[src/acs_defines.vh]
/*
 * register offsets, field positions, reset values and timing counts
 * for the conversion sequencer; definitions only, included by bare name.
 */
`ifndef ACS_DEFINES_VH
`define ACS_DEFINES_VH

// ==========================================================================
// register byte offsets
`define ACS_OFF_SC1       12'h000
`define ACS_OFF_SC2       12'h004
`define ACS_OFF_CFG       12'h008
`define ACS_OFF_CVH       12'h00C
`define ACS_OFF_CVL       12'h010
`define ACS_OFF_RH        12'h014
`define ACS_OFF_RL        12'h018
`define ACS_OFF_STAT      12'h01C

// ==========================================================================
// status_control_one fields
`define ACS_SC1_CH_LSB    0
`define ACS_SC1_CH_MSB    4
`define ACS_SC1_CONT      5
`define ACS_SC1_IEN       6
`define ACS_SC1_DONE      7
// status_control_two fields
`define ACS_SC2_CFGT      4
`define ACS_SC2_CMPEN     5
`define ACS_SC2_HWTRG     6
`define ACS_SC2_ACTIVE    7
// converter_config_reg fields
`define ACS_CFG_ICLK_LSB  0
`define ACS_CFG_ICLK_MSB  1
`define ACS_CFG_MODE_LSB  2
`define ACS_CFG_MODE_MSB  3
`define ACS_CFG_LSMP      4
`define ACS_CFG_DIV_LSB   5
`define ACS_CFG_DIV_MSB   6
`define ACS_CFG_LPC       7

// ==========================================================================
// reset values and field codes
`define ACS_RST_SC1       8'h1F
`define ACS_RST_SC2       8'h00
`define ACS_RST_CFG       8'h00
`define ACS_MODE_8BIT     2'h0
`define ACS_MODE_10BIT    2'h2
`define ACS_ICLK_ASYNC    2'h3

// ==========================================================================
// timing, in conversion clock cycles unless noted
`define ACS_SAMPLE_SHORT  3
`define ACS_SAMPLE_LONG   23
`define ACS_SAR_8BIT      9
`define ACS_SAR_10BIT     11
`define ACS_FIRST_EXTRA   5
`define ACS_BUS_OVERHEAD  5
`define ACS_ASYNC_START_NS 5000
`define ACS_CLK_PERIOD_NS  5

`endif

[src/acs_clock_divider.v]
/*
 * conversion clock enable generator: picks a source tick and divides it.
 * assumes all inputs are on mclk; alternate and async ticks already synchronised.
 */
`timescale 1ns/1ps

module acs_clock_divider (
    // clock and reset
    input  wire       mclk,
    input  wire       srst,
    // control
    input  wire       run,
    input  wire [1:0] inputClockSelect,
    input  wire [1:0] clockDivideSelect,
    input  wire       altTick,
    input  wire       asyncTick,
    // output
    output reg        convTick
);

    reg        halfBus;
    reg  [2:0] divCount;
    reg        srcTick;
    wire [2:0] divLimit;

    // ==========================================================================
    // source select
    always @* begin
        case (inputClockSelect)
            2'h0:    srcTick = 1'b1;
            2'h1:    srcTick = halfBus;
            2'h2:    srcTick = altTick;
            default: srcTick = asyncTick;
        endcase
    end

    assign divLimit = (3'h1 << clockDivideSelect) - 3'h1;

    // divider held cleared while idle so every start from idle is aligned
    always @(posedge mclk) begin
        if (srst || !run) begin
            halfBus  <= 1'b0;
            divCount <= 3'h0;
            convTick <= 1'b0;
        end else begin
            halfBus  <= ~halfBus;
            convTick <= 1'b0;
            if (srcTick) begin
                if (divCount >= divLimit) begin
                    divCount <= 3'h0;
                    convTick <= 1'b1;
                end else begin
                    divCount <= divCount + 3'h1;
                end
            end
        end
    end

endmodule

[src/acs_sequencer.v]
/*
 * conversion sequencer with an AXI4-Lite register slave on mclk.
 * assumes the analog core returns a raw code when asked; pins from outside pass two flops.
 */
// Functional notes
// - converts at 8-bit or 10-bit resolution per mode field
// - software trigger: write to first control register starts unless channel all ones
// - hardware trigger: a trigger input rising edge starts a conversion instead
// - continuous enable restarts after each transfer until aborted
// - transfer sets complete flag; irq raised when enable high
// - 10-bit high read pending low read blocks transfer, discards result
// - single compare-false conversion ignores blocking and stops
// - otherwise blocked transfer immediately starts another conversion
// - first control register write aborts, then restarts with software trigger selected unless channel all ones
// - writes to second control, config or compare registers abort
// - reset or stop without async clock aborts conversion
// - abort leaves result registers unchanged
// - idle until started; async clock enabled only when selected and started
// - sample short or long, then approximate, then transfer
// - first conversion 17/19/37/39 conversion cycles plus 5 bus cycles
// - async source adds up to 5 us startup on first conversion
// - later continuous conversions take 12/14/32/34 conversion cycles
// - compare adds two's complement of compare value, stores sum
// - compare false: no flag, no result update
// - wait mode finishes conversions and accepts triggers, irq wakes
// - converter disabled in reset or with channel all ones
// - 10-bit result spans both bytes; 8-bit only low byte
`timescale 1ns/1ps
`include "acs_defines.vh"

module acs_sequencer #(
    parameter ASYNC_START_CYCLES = (`ACS_ASYNC_START_NS + `ACS_CLK_PERIOD_NS - 1) / `ACS_CLK_PERIOD_NS
) (
    // clock and reset
    input  wire        mclk,
    input  wire        srst,
    // axi4-lite write address and data
    input  wire [11:0] s_axi_awaddr,
    input  wire        s_axi_awvalid,
    output wire        s_axi_awready,
    input  wire [31:0] s_axi_wdata,
    input  wire [3:0]  s_axi_wstrb,
    input  wire        s_axi_wvalid,
    output wire        s_axi_wready,
    output reg  [1:0]  s_axi_bresp,
    output reg         s_axi_bvalid,
    input  wire        s_axi_bready,
    // axi4-lite read
    input  wire [11:0] s_axi_araddr,
    input  wire        s_axi_arvalid,
    output wire        s_axi_arready,
    output reg  [31:0] s_axi_rdata,
    output reg  [1:0]  s_axi_rresp,
    output reg         s_axi_rvalid,
    input  wire        s_axi_rready,
    // triggers, power modes and clock ticks from outside
    input  wire        hwTriggerInput,
    input  wire        stopMode,
    input  wire        waitMode,
    input  wire        alternateClock,
    input  wire        asyncClockTick,
    // analog core
    input  wire [10:0] rawCode,
    output reg         sampleEnable,
    output reg         convertEnable,
    output reg  [4:0]  channelSelect,
    output reg         asyncClockEnable,
    output reg         lowPowerSelect,
    // interrupt
    output wire        completeIrq
);

    localparam ST_IDLE   = 2'h0;
    localparam ST_START  = 2'h1;
    localparam ST_SAMPLE = 2'h2;
    localparam ST_SAR    = 2'h3;

    // phase lengths as plain integers, cut to the counter width where used
    localparam SMP_SHORT = `ACS_SAMPLE_SHORT;
    localparam SMP_LONG  = `ACS_SAMPLE_LONG;
    localparam SAR_8     = `ACS_SAR_8BIT;
    localparam SAR_10    = `ACS_SAR_10BIT;
    localparam FIRST_ADD = `ACS_FIRST_EXTRA;

    // ==========================================================================
    // registers
    reg  [7:0]  sc1;
    reg  [7:0]  sc2;
    reg  [7:0]  cfg;
    reg  [1:0]  cvHigh;
    reg  [7:0]  cvLow;
    reg  [9:0]  result;
    reg         blocking;
    reg  [1:0]  state;
    reg  [7:0]  phaseCount;
    reg  [12:0] startCount;
    reg         firstConv;
    reg         active;
    reg  [2:0]  syncTrig;
    reg  [1:0]  syncStop;
    reg  [1:0]  syncAlt;
    reg  [1:0]  syncAsync;
    reg  [1:0]  syncWait;
    reg         altPrev;
    reg         asyncPrev;
    reg         awHeld;
    reg         wHeld;
    reg  [11:0] awAddr;
    reg  [31:0] wData;
    reg  [3:0]  wStrb;
    reg         doneSync;
    reg  [10:0] convCode;
    wire        convTick;

    wire [1:0]  mode      = cfg[`ACS_CFG_MODE_MSB:`ACS_CFG_MODE_LSB];
    wire        is10      = (mode == `ACS_MODE_10BIT);
    wire        asyncSel  = (cfg[`ACS_CFG_ICLK_MSB:`ACS_CFG_ICLK_LSB] == `ACS_ICLK_ASYNC);
    wire        chanOff   = &sc1[`ACS_SC1_CH_MSB:`ACS_SC1_CH_LSB];
    wire        trigRise  = syncTrig[1] & ~syncTrig[2];
    wire        wrFire    = awHeld & wHeld & ~s_axi_bvalid;
    wire        wrLane0   = wrFire & wStrb[0];
    wire [9:0]  wrWord    = awAddr[11:2];

    // one-hot decode of an address against a register offset
    function hit;
        input [11:0] addr;
        input [11:0] off;
        begin
            hit = (addr[11:2] == off[11:2]);
        end
    endfunction

    // rounded result at the active resolution
    function [9:0] roundCode;
        input [10:0] raw;
        input        ten;
        begin
            if (ten)
                roundCode = (raw[10:1] == 10'h3FF) ? 10'h3FF : raw[10:1] + {9'h0, raw[0]};
            else
                roundCode = (raw[10:3] == 8'hFF) ? 10'h0FF : {2'h0, raw[10:3] + {7'h0, raw[2]}};
        end
    endfunction

    wire wrSc1   = wrLane0 && hit(awAddr, `ACS_OFF_SC1);
    wire wrOther = wrLane0 && (hit(awAddr, `ACS_OFF_SC2) || hit(awAddr, `ACS_OFF_CFG) ||
                   hit(awAddr, `ACS_OFF_CVH) || hit(awAddr, `ACS_OFF_CVL));
    wire stopAbort = syncStop[1] & ~asyncSel;
    wire abort     = wrSc1 | wrOther | stopAbort;

    // ==========================================================================
    // input synchronisers: first stage read only by second
    always @(posedge mclk) begin
        if (srst) begin
            syncTrig  <= 3'h0;
            syncStop  <= 2'h0;
            syncAlt   <= 2'h0;
            syncAsync <= 2'h0;
            syncWait  <= 2'h0;
            altPrev   <= 1'b0;
            asyncPrev <= 1'b0;
        end else begin
            syncTrig  <= {syncTrig[1:0], hwTriggerInput};
            syncStop  <= {syncStop[0], stopMode};
            syncAlt   <= {syncAlt[0], alternateClock};
            syncAsync <= {syncAsync[0], asyncClockTick};
            syncWait  <= {syncWait[0], waitMode};
            altPrev   <= syncAlt[1];
            asyncPrev <= syncAsync[1];
        end
    end

    acs_clock_divider u_div (
        .mclk              (mclk),
        .srst              (srst),
        .run               (active),
        .inputClockSelect  (cfg[`ACS_CFG_ICLK_MSB:`ACS_CFG_ICLK_LSB]),
        .clockDivideSelect (cfg[`ACS_CFG_DIV_MSB:`ACS_CFG_DIV_LSB]),
        .altTick           (syncAlt[1] & ~altPrev),
        .asyncTick         (syncAsync[1] & ~asyncPrev),
        .convTick          (convTick)
    );

    // ==========================================================================
    // axi write channel: address and data taken in either order
    assign s_axi_awready = ~awHeld;
    assign s_axi_wready  = ~wHeld;

    always @(posedge mclk) begin
        if (srst) begin
            awHeld       <= 1'b0;
            wHeld        <= 1'b0;
            awAddr       <= 12'h000;
            wData        <= 32'h0000_0000;
            wStrb        <= 4'h0;
            s_axi_bvalid <= 1'b0;
            s_axi_bresp  <= 2'h0;
        end else begin
            if (s_axi_awvalid && !awHeld) begin
                awHeld <= 1'b1;
                awAddr <= s_axi_awaddr;
            end
            if (s_axi_wvalid && !wHeld) begin
                wHeld <= 1'b1;
                wData <= s_axi_wdata;
                wStrb <= s_axi_wstrb;
            end
            if (wrFire) begin
                awHeld       <= 1'b0;
                wHeld        <= 1'b0;
                s_axi_bvalid <= 1'b1;
                s_axi_bresp  <= (wrWord <= 10'h007) ? 2'h0 : 2'h2;
            end else if (s_axi_bready) begin
                s_axi_bvalid <= 1'b0;
            end
        end
    end

    // ==========================================================================
    // conversion sequencer
    wire [7:0] sampleLen = cfg[`ACS_CFG_LSMP] ? SMP_LONG[7:0] : SMP_SHORT[7:0];
    wire [7:0] sarLen    = is10 ? SAR_10[7:0] : SAR_8[7:0];
    wire [9:0] rounded   = roundCode(convCode, is10);
    wire [9:0] cmpValue  = is10 ? {cvHigh, cvLow} : {2'h0, cvLow};
    // add two's complement of the compare value
    wire [10:0] cmpSum   = {1'b0, rounded} + {1'b1, ~cmpValue} + 11'h001;
    wire        sumNeg   = cmpSum[10];
    wire        cmpTrue  = sc2[`ACS_SC2_CFGT] ? ~sumNeg : sumNeg;
    wire        cmpOn    = sc2[`ACS_SC2_CMPEN];
    wire [9:0]  storeVal = cmpOn ? (is10 ? cmpSum[9:0] : {2'h0, cmpSum[7:0]}) : rounded;
    wire        cont     = sc1[`ACS_SC1_CONT];
    // start on software write or trigger edge
    wire swStart   = wrSc1 && !sc2[`ACS_SC2_HWTRG] && !(&wData[4:0]);
    wire hwStart   = trigRise && sc2[`ACS_SC2_HWTRG] && !chanOff && !active;
    // high read done, low read pending
    wire blocked   = blocking && is10;
    wire readRl    = s_axi_arvalid && s_axi_arready && hit(s_axi_araddr, `ACS_OFF_RL);
    wire readRh    = s_axi_arvalid && s_axi_arready && hit(s_axi_araddr, `ACS_OFF_RH);

    always @(posedge mclk) begin
        if (srst) begin
            state            <= ST_IDLE;
            active           <= 1'b0;
            phaseCount       <= 8'h00;
            startCount       <= 13'h0000;
            firstConv        <= 1'b0;
            doneSync         <= 1'b0;
            convCode         <= 11'h000;
            sampleEnable     <= 1'b0;
            convertEnable    <= 1'b0;
            asyncClockEnable <= 1'b0;
            sc1              <= `ACS_RST_SC1;
            sc2              <= `ACS_RST_SC2;
            cfg              <= `ACS_RST_CFG;
            cvHigh           <= 2'h0;
            cvLow            <= 8'h00;
            result           <= 10'h000;
            blocking         <= 1'b0;
        end else begin
            doneSync <= 1'b0;
            // register writes; one process owns sc1 and sc2 so status bits have one driver
            if (wrLane0) begin
                if (hit(awAddr, `ACS_OFF_SC1))
                    sc1[6:0] <= wData[6:0];
                if (hit(awAddr, `ACS_OFF_SC2))
                    sc2[6:4] <= wData[6:4];
                if (hit(awAddr, `ACS_OFF_CFG))
                    cfg <= wData[7:0];
                if (hit(awAddr, `ACS_OFF_CVH))
                    cvHigh <= wData[1:0];
                if (hit(awAddr, `ACS_OFF_CVL))
                    cvLow <= wData[7:0];
            end
            if (readRl)
                blocking <= 1'b0;
            else if (readRh && is10)
                blocking <= 1'b1;
            if (abort) begin
                state            <= ST_IDLE;
                active           <= 1'b0;
                sampleEnable     <= 1'b0;
                convertEnable    <= 1'b0;
                asyncClockEnable <= 1'b0;
                sc2[7]           <= 1'b0;
                if (wrSc1 || wrOther)
                    blocking <= 1'b0;
                if (wrSc1)
                    sc1[7] <= 1'b0;
                if (swStart && !stopAbort) begin
                    state     <= ST_START;
                    active    <= 1'b1;
                    sc2[7]    <= 1'b1;
                    firstConv <= 1'b1;
                end
            end else begin
                if (readRl)
                    sc1[7] <= 1'b0;
                case (state)
                    ST_IDLE: begin
                        // idle until started, off when channel all ones
                        if (hwStart) begin
                            state     <= ST_START;
                            active    <= 1'b1;
                            sc2[7]    <= 1'b1;
                            firstConv <= 1'b1;
                        end
                    end
                    ST_START: begin
                        // async generator start-up on first conversion
                        asyncClockEnable <= asyncSel;
                        phaseCount       <= 8'h00;
                        if (asyncSel && firstConv && startCount < ASYNC_START_CYCLES[12:0]) begin
                            startCount <= startCount + 13'h0001;
                        end else begin
                            startCount   <= 13'h0000;
                            state        <= ST_SAMPLE;
                            sampleEnable <= 1'b1;
                        end
                    end
                    ST_SAMPLE: begin
                        // sample for short or long period
                        if (convTick) begin
                            if (phaseCount + 8'h01 >= sampleLen + (firstConv ? FIRST_ADD[7:0] : 8'h00)) begin
                                phaseCount    <= 8'h00;
                                sampleEnable  <= 1'b0;
                                convertEnable <= 1'b1;
                                state         <= ST_SAR;
                            end else begin
                                phaseCount <= phaseCount + 8'h01;
                            end
                        end
                    end
                    default: begin
                        if (convTick) begin
                            if (phaseCount + 8'h01 >= sarLen) begin
                                convertEnable <= 1'b0;
                                convCode      <= rawCode;
                                doneSync      <= 1'b1;
                                state         <= ST_IDLE;
                            end else begin
                                phaseCount <= phaseCount + 8'h01;
                            end
                        end
                    end
                endcase
                // transfer one bus cycle after converter done
                if (doneSync) begin
                    firstConv <= 1'b0;
                    if (cmpOn && !cmpTrue && !cont) begin
                        active           <= 1'b0;
                        sc2[7]           <= 1'b0;
                        asyncClockEnable <= 1'b0;
                    end else if (blocked) begin
                        state <= ST_START;
                    end else if (cmpOn && !cmpTrue) begin
                        state <= ST_START;
                    end else begin
                        result <= storeVal;
                        sc1[7] <= 1'b1;
                        if (cont) begin
                            state <= ST_START;
                        end else begin
                            active           <= 1'b0;
                            sc2[7]           <= 1'b0;
                            asyncClockEnable <= 1'b0;
                        end
                    end
                end
            end
        end
    end

    // interrupt also wakes from wait mode
    assign completeIrq = sc1[`ACS_SC1_DONE] & sc1[`ACS_SC1_IEN];

    // ==========================================================================
    // analog side controls
    always @(posedge mclk) begin
        if (srst) begin
            channelSelect  <= 5'h1F;
            lowPowerSelect <= 1'b0;
        end else begin
            channelSelect  <= sc1[4:0];
            lowPowerSelect <= cfg[`ACS_CFG_LPC];
        end
    end

    // ==========================================================================
    // axi read channel: one cycle to data
    assign s_axi_arready = ~s_axi_rvalid;

    always @(posedge mclk) begin
        if (srst) begin
            s_axi_rvalid <= 1'b0;
            s_axi_rdata  <= 32'h0000_0000;
            s_axi_rresp  <= 2'h0;
        end else if (s_axi_arvalid && !s_axi_rvalid) begin
            s_axi_rvalid <= 1'b1;
            s_axi_rresp  <= 2'h0;
            s_axi_rdata  <= 32'h0000_0000;
            if (hit(s_axi_araddr, `ACS_OFF_SC1))
                s_axi_rdata[7:0] <= sc1;
            else if (hit(s_axi_araddr, `ACS_OFF_SC2))
                s_axi_rdata[7:0] <= {sc2[7:4], 4'h0};
            else if (hit(s_axi_araddr, `ACS_OFF_CFG))
                s_axi_rdata[7:0] <= cfg;
            else if (hit(s_axi_araddr, `ACS_OFF_CVH))
                s_axi_rdata[7:0] <= {6'h00, cvHigh};
            else if (hit(s_axi_araddr, `ACS_OFF_CVL))
                s_axi_rdata[7:0] <= cvLow;
            else if (hit(s_axi_araddr, `ACS_OFF_RH))
                s_axi_rdata[7:0] <= {6'h00, result[9:8]};
            else if (hit(s_axi_araddr, `ACS_OFF_RL))
                s_axi_rdata[7:0] <= result[7:0];
            else if (hit(s_axi_araddr, `ACS_OFF_STAT))
                s_axi_rdata[7:0] <= {4'h0, syncWait[1], blocking, state};
            else
                s_axi_rresp <= 2'h2;
        end else if (s_axi_rready) begin
            s_axi_rvalid <= 1'b0;
        end
    end

endmodule

[config.mk]
export PLATFORM = sky130hd
export DESIGN_NAME = acs_sequencer
export DESIGN_NICKNAME = d
export VERILOG_FILES = /design/src/acs_clock_divider.v /design/src/acs_sequencer.v
export VERILOG_INCLUDE_DIRS = /design/src
export SDC_FILE = /design/constraint.sdc
export NUM_CORES = 1
export LEC_CHECK = 0
export BUFFER_PORTS_ARGS = -buffer_cell sky130_fd_sc_hd__buf_2
export CAP_MARGIN = 20
export CORE_MARGIN = 4
export CORE_UTILIZATION = 58
export CTS_BUF_LIST = sky130_fd_sc_hd__clkbuf_4
export DETAILED_ROUTE_END_ITERATION = 12
export GPL_TIMING_DRIVEN = 1
export PLACE_DENSITY = 0.9
export SETUP_SLACK_MARGIN = 0.3
export SLEW_MARGIN = 20
export SYNTH_ARGS = -nofsm -noshare
export SYNTH_HDL_FRONTEND = slang
export SYNTH_SLANG_ARGS = --single-unit
export TNS_END_PERCENT = 1
[constraint.sdc]
create_clock -name mclk -period 4.05 [get_ports mclk]
set_clock_uncertainty 0.15 [all_clocks]
set_input_delay 0.2025 -clock mclk [delete_from_list [all_inputs] [get_ports mclk]]
set_output_delay 0.2025 -clock mclk [all_outputs]
set_load 0.02 [all_outputs]
---- Yosys cells after proc, flatten, opt, wreduce, memory -nomap -nowiden ----
Index checks and enable logic that the tools add are counted.
operators by class
  $add $sub $neg .......................... 9
  order comparisons ....................... 5
  eq/ne operators ......................... 25
  shift operators ......................... 1
  multiplexer cells ....................... 103
  bitwise logic cells ..................... 30
  reductions and logical operators ........ 66
operators by type and width
  operator                 number
  $mux W8                  12
  $mux W1                  54
  $eq A10 B3 Y1 const B    5
  $mux W10                 5
  $mux W2                  22
  $eq A10 B2 Y1 const B    4
  $pmux W8 S3              1
  $eq A10 B1 Y1 const B    2
  $logic_and A1 B1 Y1      20
  $logic_not A10 Y1        2
  $reduce_and A5 Y1        4
  $not A1 Y1               19
  $add A13 B1 Y13 const B  1
  $lt A13 B10 Y1 const B   1
  $mux W13                 1
  $reduce_and A2 Y1        6
  $reduce_and A4 Y1        3
  $add A10 B11 Y11         1
  $add A11 B1 Y11 const B  1
  $add A10 B1 Y10          1
  $eq A10 B10 Y1 const B   1
  $le A10 B3 Y1 const B    1
  $logic_not A1 Y1         10
  $not A10 Y10             1
  31 further kinds         61
storage, ports and cells
  register bits after elaboration ......... 142
  input bits .............................. 83

---- Logic depth before layout (Yosys ltp) ----
  depth after elaboration ................. 14
  mapped depth ............................ 16
  gate-level depth less buffers ........... 15

---- Cells and area by module ----
From an unflattened synthesis, not the netlist that was laid out.
unflattened totals
  cell total of the unflattened synthesis .. 858
  area, all modules ....................... 7328.3 um^2
by module, submodules not included
  module             times used  cells each  area each (um^2)  sequential area each (um^2)
  acs_sequencer      1           825         7015.5            2662.6
  acs_clock_divider  1           33          312.8             100.1

---- Least setup slack after synthesis ----
Ideal clock, no wire load.
  path kind ............................... reg2reg
  from .................................... register convCode[5]
  to ...................................... register result[9]
  setup time .............................. 91 ps
  arrival time ............................ 3144 ps
  required time ........................... 3809 ps
  path slack .............................. 665 ps
  stages on the path, launching flop included .. 15
  buffers on the path ..................... 2
  period minus slack after synthesis ...... 3385 ps
  cells stage by stage .................... dfxtp_1 -> clkbuf_1 -> nand4_1 -> nor3_1 -> nor2_1 -> a22oi_1 -> ha_1 -> a211oi_1 -> o21ai_0 -> a31oi_1 -> xnor2_1 -> a21oi_1 -> clkbuf_1 -> nor2_1 -> a311oi_1
between the ends
  word-level cells in the longest chain between the ends .. 12
  elaborated cells between the ends (all ways) .. 19
ends and longest elaborated chain
  item                                        RTL line                                  source
  start, declared                             acs_sequencer.v:112                       reg [10:0] convCode;
  start signal, assigned                      acs_sequencer.v:337                       convCode <= rawCode;
  $add A10 B1 Y10 (tied with other cells)     acs_sequencer.v:139                       roundCode = (raw[10:1] == 10'h3FF) ? 10'h3FF : raw[10:1] + {9'h0, raw[0]};
  $mux W10 / $mux W8 (equally long branches)  acs_sequencer.v:139, acs_sequencer.v:141
  $mux W10 *                                  acs_sequencer.v:138                       if (ten)
  $add A10 B11 Y11                            acs_sequencer.v:226                       wire [10:0] cmpSum = {1'b0, rounded} + {1'b1, ~cmpValue} + 11'h001;
  $add A11 B1 Y11                             acs_sequencer.v:226
  $not A1 Y1                                  acs_sequencer.v:228                       wire cmpTrue = sc2[`ACS_SC2_CFGT] ? ~sumNeg : sumNeg;
  $mux W1                                     acs_sequencer.v:228
  $logic_not A1 Y1                            acs_sequencer.v:349, acs_sequencer.v:355
  $logic_and A1 B1 Y1                         acs_sequencer.v:349, acs_sequencer.v:355
  $logic_and A1 B1 Y1                         acs_sequencer.v:349                       if (cmpOn && !cmpTrue && !cont) begin
  $not A1 Y1 (no source line)                 n/a
  $reduce_and A5 Y1 (no source line)          n/a
  end signal, assigned                        acs_sequencer.v:358                       result <= storeVal;
  end, declared                               acs_sequencer.v:92                        reg [9:0] result;
Mark *: on every way between the ends. The rest lies on a longest branch, timed or not.
A chain may end at the register's enable or synchronous reset.

---- Worst setup path in the final report ----
  from .................................... register convCode[9]
  to ...................................... register result[2]
Same word-level chain as after synthesis.

==> results.txt <==
I/O Pins - 134
Antenna Nets Post-Route - 0
Final critical-path share of the clock period - 94.4%
# fillers - 803
WL/cell - 16.7 microns
First-pass GRT wire length - 29.8 mm
Min-delay worst type - input port to register
Max Cap Violations - 0
Crit Path Max Fanout - 11
Register area - 2770 sq um
WS Path Type - register to register
Outcome - completed
Critical-path top delay cell - dfxtp_1
Post-layout minimum cycle time - 3.82 ns
CTS Root Cell - clkbuf_4
Core Box Area - 12000 sq um
Area share of the largest cell type after synthesis - 39.1%
Clk_lat worst skew - 0.56 ns
Synth Warn # - 0
Number of synthesized flops with an enable pin - 0
# setup viols final - 0
CP Capture Type - register
Post-synthesis sequential area ratio - 39.1%
Slew Viols, Final - 0
Critical path, cell by cell - nand4_1 -> nor3_2 -> nor2_1 -> a22oi_1 -> ha_2 -> a211oi_1 -> o21ai_1 -> a31oi_1 -> xnor2_1 -> a21oi_2 -> buf_6 -> o211ai_1 -> a21oi_1
Area contributors post-synth - dfxtp_1, mux2i_1, nor2_1, ha_1, nand2_1
Setup total negative slack - 0 ns
Worst hold-check slack - 0.152 ns
CP Data Required Time - 4.38 ns
Synth-to-layout area growth - 20.8%
Initial antenna violation count - 1
Chip width - 118 microns
Clk buf depth - 2
Worst EP arrival - 4.15 ns
Ys async rst share - 0%
PwrDens - 292 nW/um^2
Most common cell in the netlist - dfxtp_1
Largest stage delay, worst path - 0.47 ns
Sink Count - 138
Largest area contributor in the netlist - dfxtp_1
Post-synth top flop - dfxtp_1
Relative slew slack - 38.3%
FMAX - 0.261 GHz
Starting Density - 59.0%
Routability congestion estimate - 0.933
RSZ-0062 raised after global routing - true
Clock transition at path regs - 0.13 ns
Port-buffer cells - 76
Worst path bufs/invs - 1
VDD IR max - 244 uV
CTS tree - yes
Clock buffer count from CTS - 17
GRT overflow - 0
Syn avg cell area - 8.44 sq um
Critical path launch point type - register
CTS H-tree depth - 4
Worst-margin pin slew - 0.922 ns
Initial DRC count - 903
Drt via density - 5.93
Synth Register Bits - 138
Delay-heaviest family, CP - compound AO/OA/AOI/OAI gates
Number of distinct library cells after synthesis - 59
Fin nets - 1095
Die Ht - 118 microns
Leakage - 3.62 nW
Drt drc - 0
Post-synth top cells - dfxtp_1, nor2_1, nand2_1, a21oi_1, mux2i_1
Vias in the first global route - 6390
Largest net degree at the start of global routing - 80
Layout cells sized above 1 - 15.7%
Total track usage - 26.0%
DR vias - 6761
Area of the multi-input gates - 3990 sq um
Die Area - 14000 sq um
HPWL after DPL - 11.6 mm
Syn Inst Count - 836
Post-Syn Area - 7060 sq um
Final hold violations - 0
Final wirelength - 19.0 mm
TritonRoute pass-1 iters - 7
Rows - 40
kinds of logic (layout without fill, tap and decap cells):
logic type	after synthesis	in the layout	synth area share, %
simple gates	338	338	22.9
compound gates	160	160	14.1
flops	138	138	39.1
buf+inv	88	220	6.10
mux	51	51	8.51
fa+ha+maj	32	32	5.78
xor+xnor	28	28	3.47
other cells	1	27	0.0531
path summary, 6_finish.rpt:
kind                        start       endpoint  slack, ns  depth (start not counted)
setup / recovery      convCode[9]      result[2]       0.23                         13
hold reg to reg     u_div.halfBus  u_div.halfBus       0.28                          1
hold / removal    s_axi_araddr[2]       blocking       0.15                          3
setup reg to reg      convCode[9]      result[2]       0.23                         13
sequential cells by signal, summed over array words and instances, names as in the netlist, 2 cells and up:
register and cells:
result 10, cfg 8, wData 8, syncStop 2, u_div.divCount 3, state 2
syncWait 2, sc1 8, awAddr 10, sc2 4, syncTrig 3, channelSelect 5
cvHigh 2, startCount 13, phaseCount 8, s_axi_rdata 8, syncAsync 2, syncAlt 2
convCode 11, cvLow 8
where the power goes:
group | internal [mW] | switching, mW | total [mW]
combinational | 0.0928 | 0.119 | 0.212
clock | 0.326 | 0.551 | 0.877
sequential | 1.38 | 0.0218 | 1.40
timing repair:
| action | in CTS | in global routing |
|---|---|---|
| endpoints found under the hold margin | 61 | 0 |
| buffers inserted | 0 | 3 |
| hold buffers | 74 | 0 |
| setup endpoints to repair | 0 | 16 |
| gates resized for setup | 0 | 19 |
final cells by class:
type,count,area share [%]
clock buffers,18,1.58
diodes,1,0.0293
well taps,147,2.16
clock inverters,14,1.58
flip-flops and latches,138,32.5
inverters,27,1.19
repair buffers,161,14.2
multi-input cells,635,46.8
worst register-to-register path: cells and delay by family, from the launching register on:
kind	cells	cell delay [ns]
compound gates	7	1.61
simple gates	3	0.82
flops	1	0.47
fa+ha+maj	1	0.38
buf+inv	1	0.19
xor+xnor	1	0.17
metrics by stage:
step	setup WS [ns]	instances	total power [mW]	area [sq um]	util, %
3_5_place_dp	0.444	1030	1.58	7440	62.2
6_report	0.225	1141	2.49	8530	71.3
2_1_floorplan	0.665	861	1.55	7150	-
3_3_place_gp	0.504	1030	1.58	7440	62.2
4_1_cts	0.345	1136	2.48	8450	70.7
5_1_grt	0.0616	1141	2.57	8530	71.3
cells in the final DEF, fill, tap and decap left out, drive strengths merged, types with 3 or more instances in the layout:
master / netlist / layout
mux4: 7 / 7
or2: 8 / 8
clkbuf: 32 / 18
a311oi: 3 / 3
mux2i: 42 / 42
a22oi: 15 / 15
o22ai: 3 / 3
nand3b: 10 / 10
nand2b: 11 / 11
or3: 6 / 6
conb: 1 / 26
nor4: 6 / 6
nor3: 11 / 11
nor2b: 24 / 24
xor2: 14 / 14
a211oi: 12 / 12
and3: 10 / 10
nor3b: 3 / 3
o21a: 4 / 4
nor2: 104 / 104
clkinv: 0 / 6
a31oi: 12 / 12
or4: 3 / 3
dfxtp: 138 / 138
a21oi: 56 / 56
inv: 27 / 34
o21ai: 31 / 31
nand2: 100 / 100
ha: 31 / 31
dlygate4sd3: 0 / 74
buf: 29 / 87
a21o: 5 / 5
o211ai: 4 / 4
xnor2: 14 / 14
nand4: 5 / 5
nand3: 28 / 28
routing by layer:
metal,global-route usage (%),routed length [microns]
met5,0,0
met4,14.9,1060
met1,29.2,7130
met3,5.93,1430
met2,45.2,9420
Note: power is estimated with default switching activity, not from simulation.
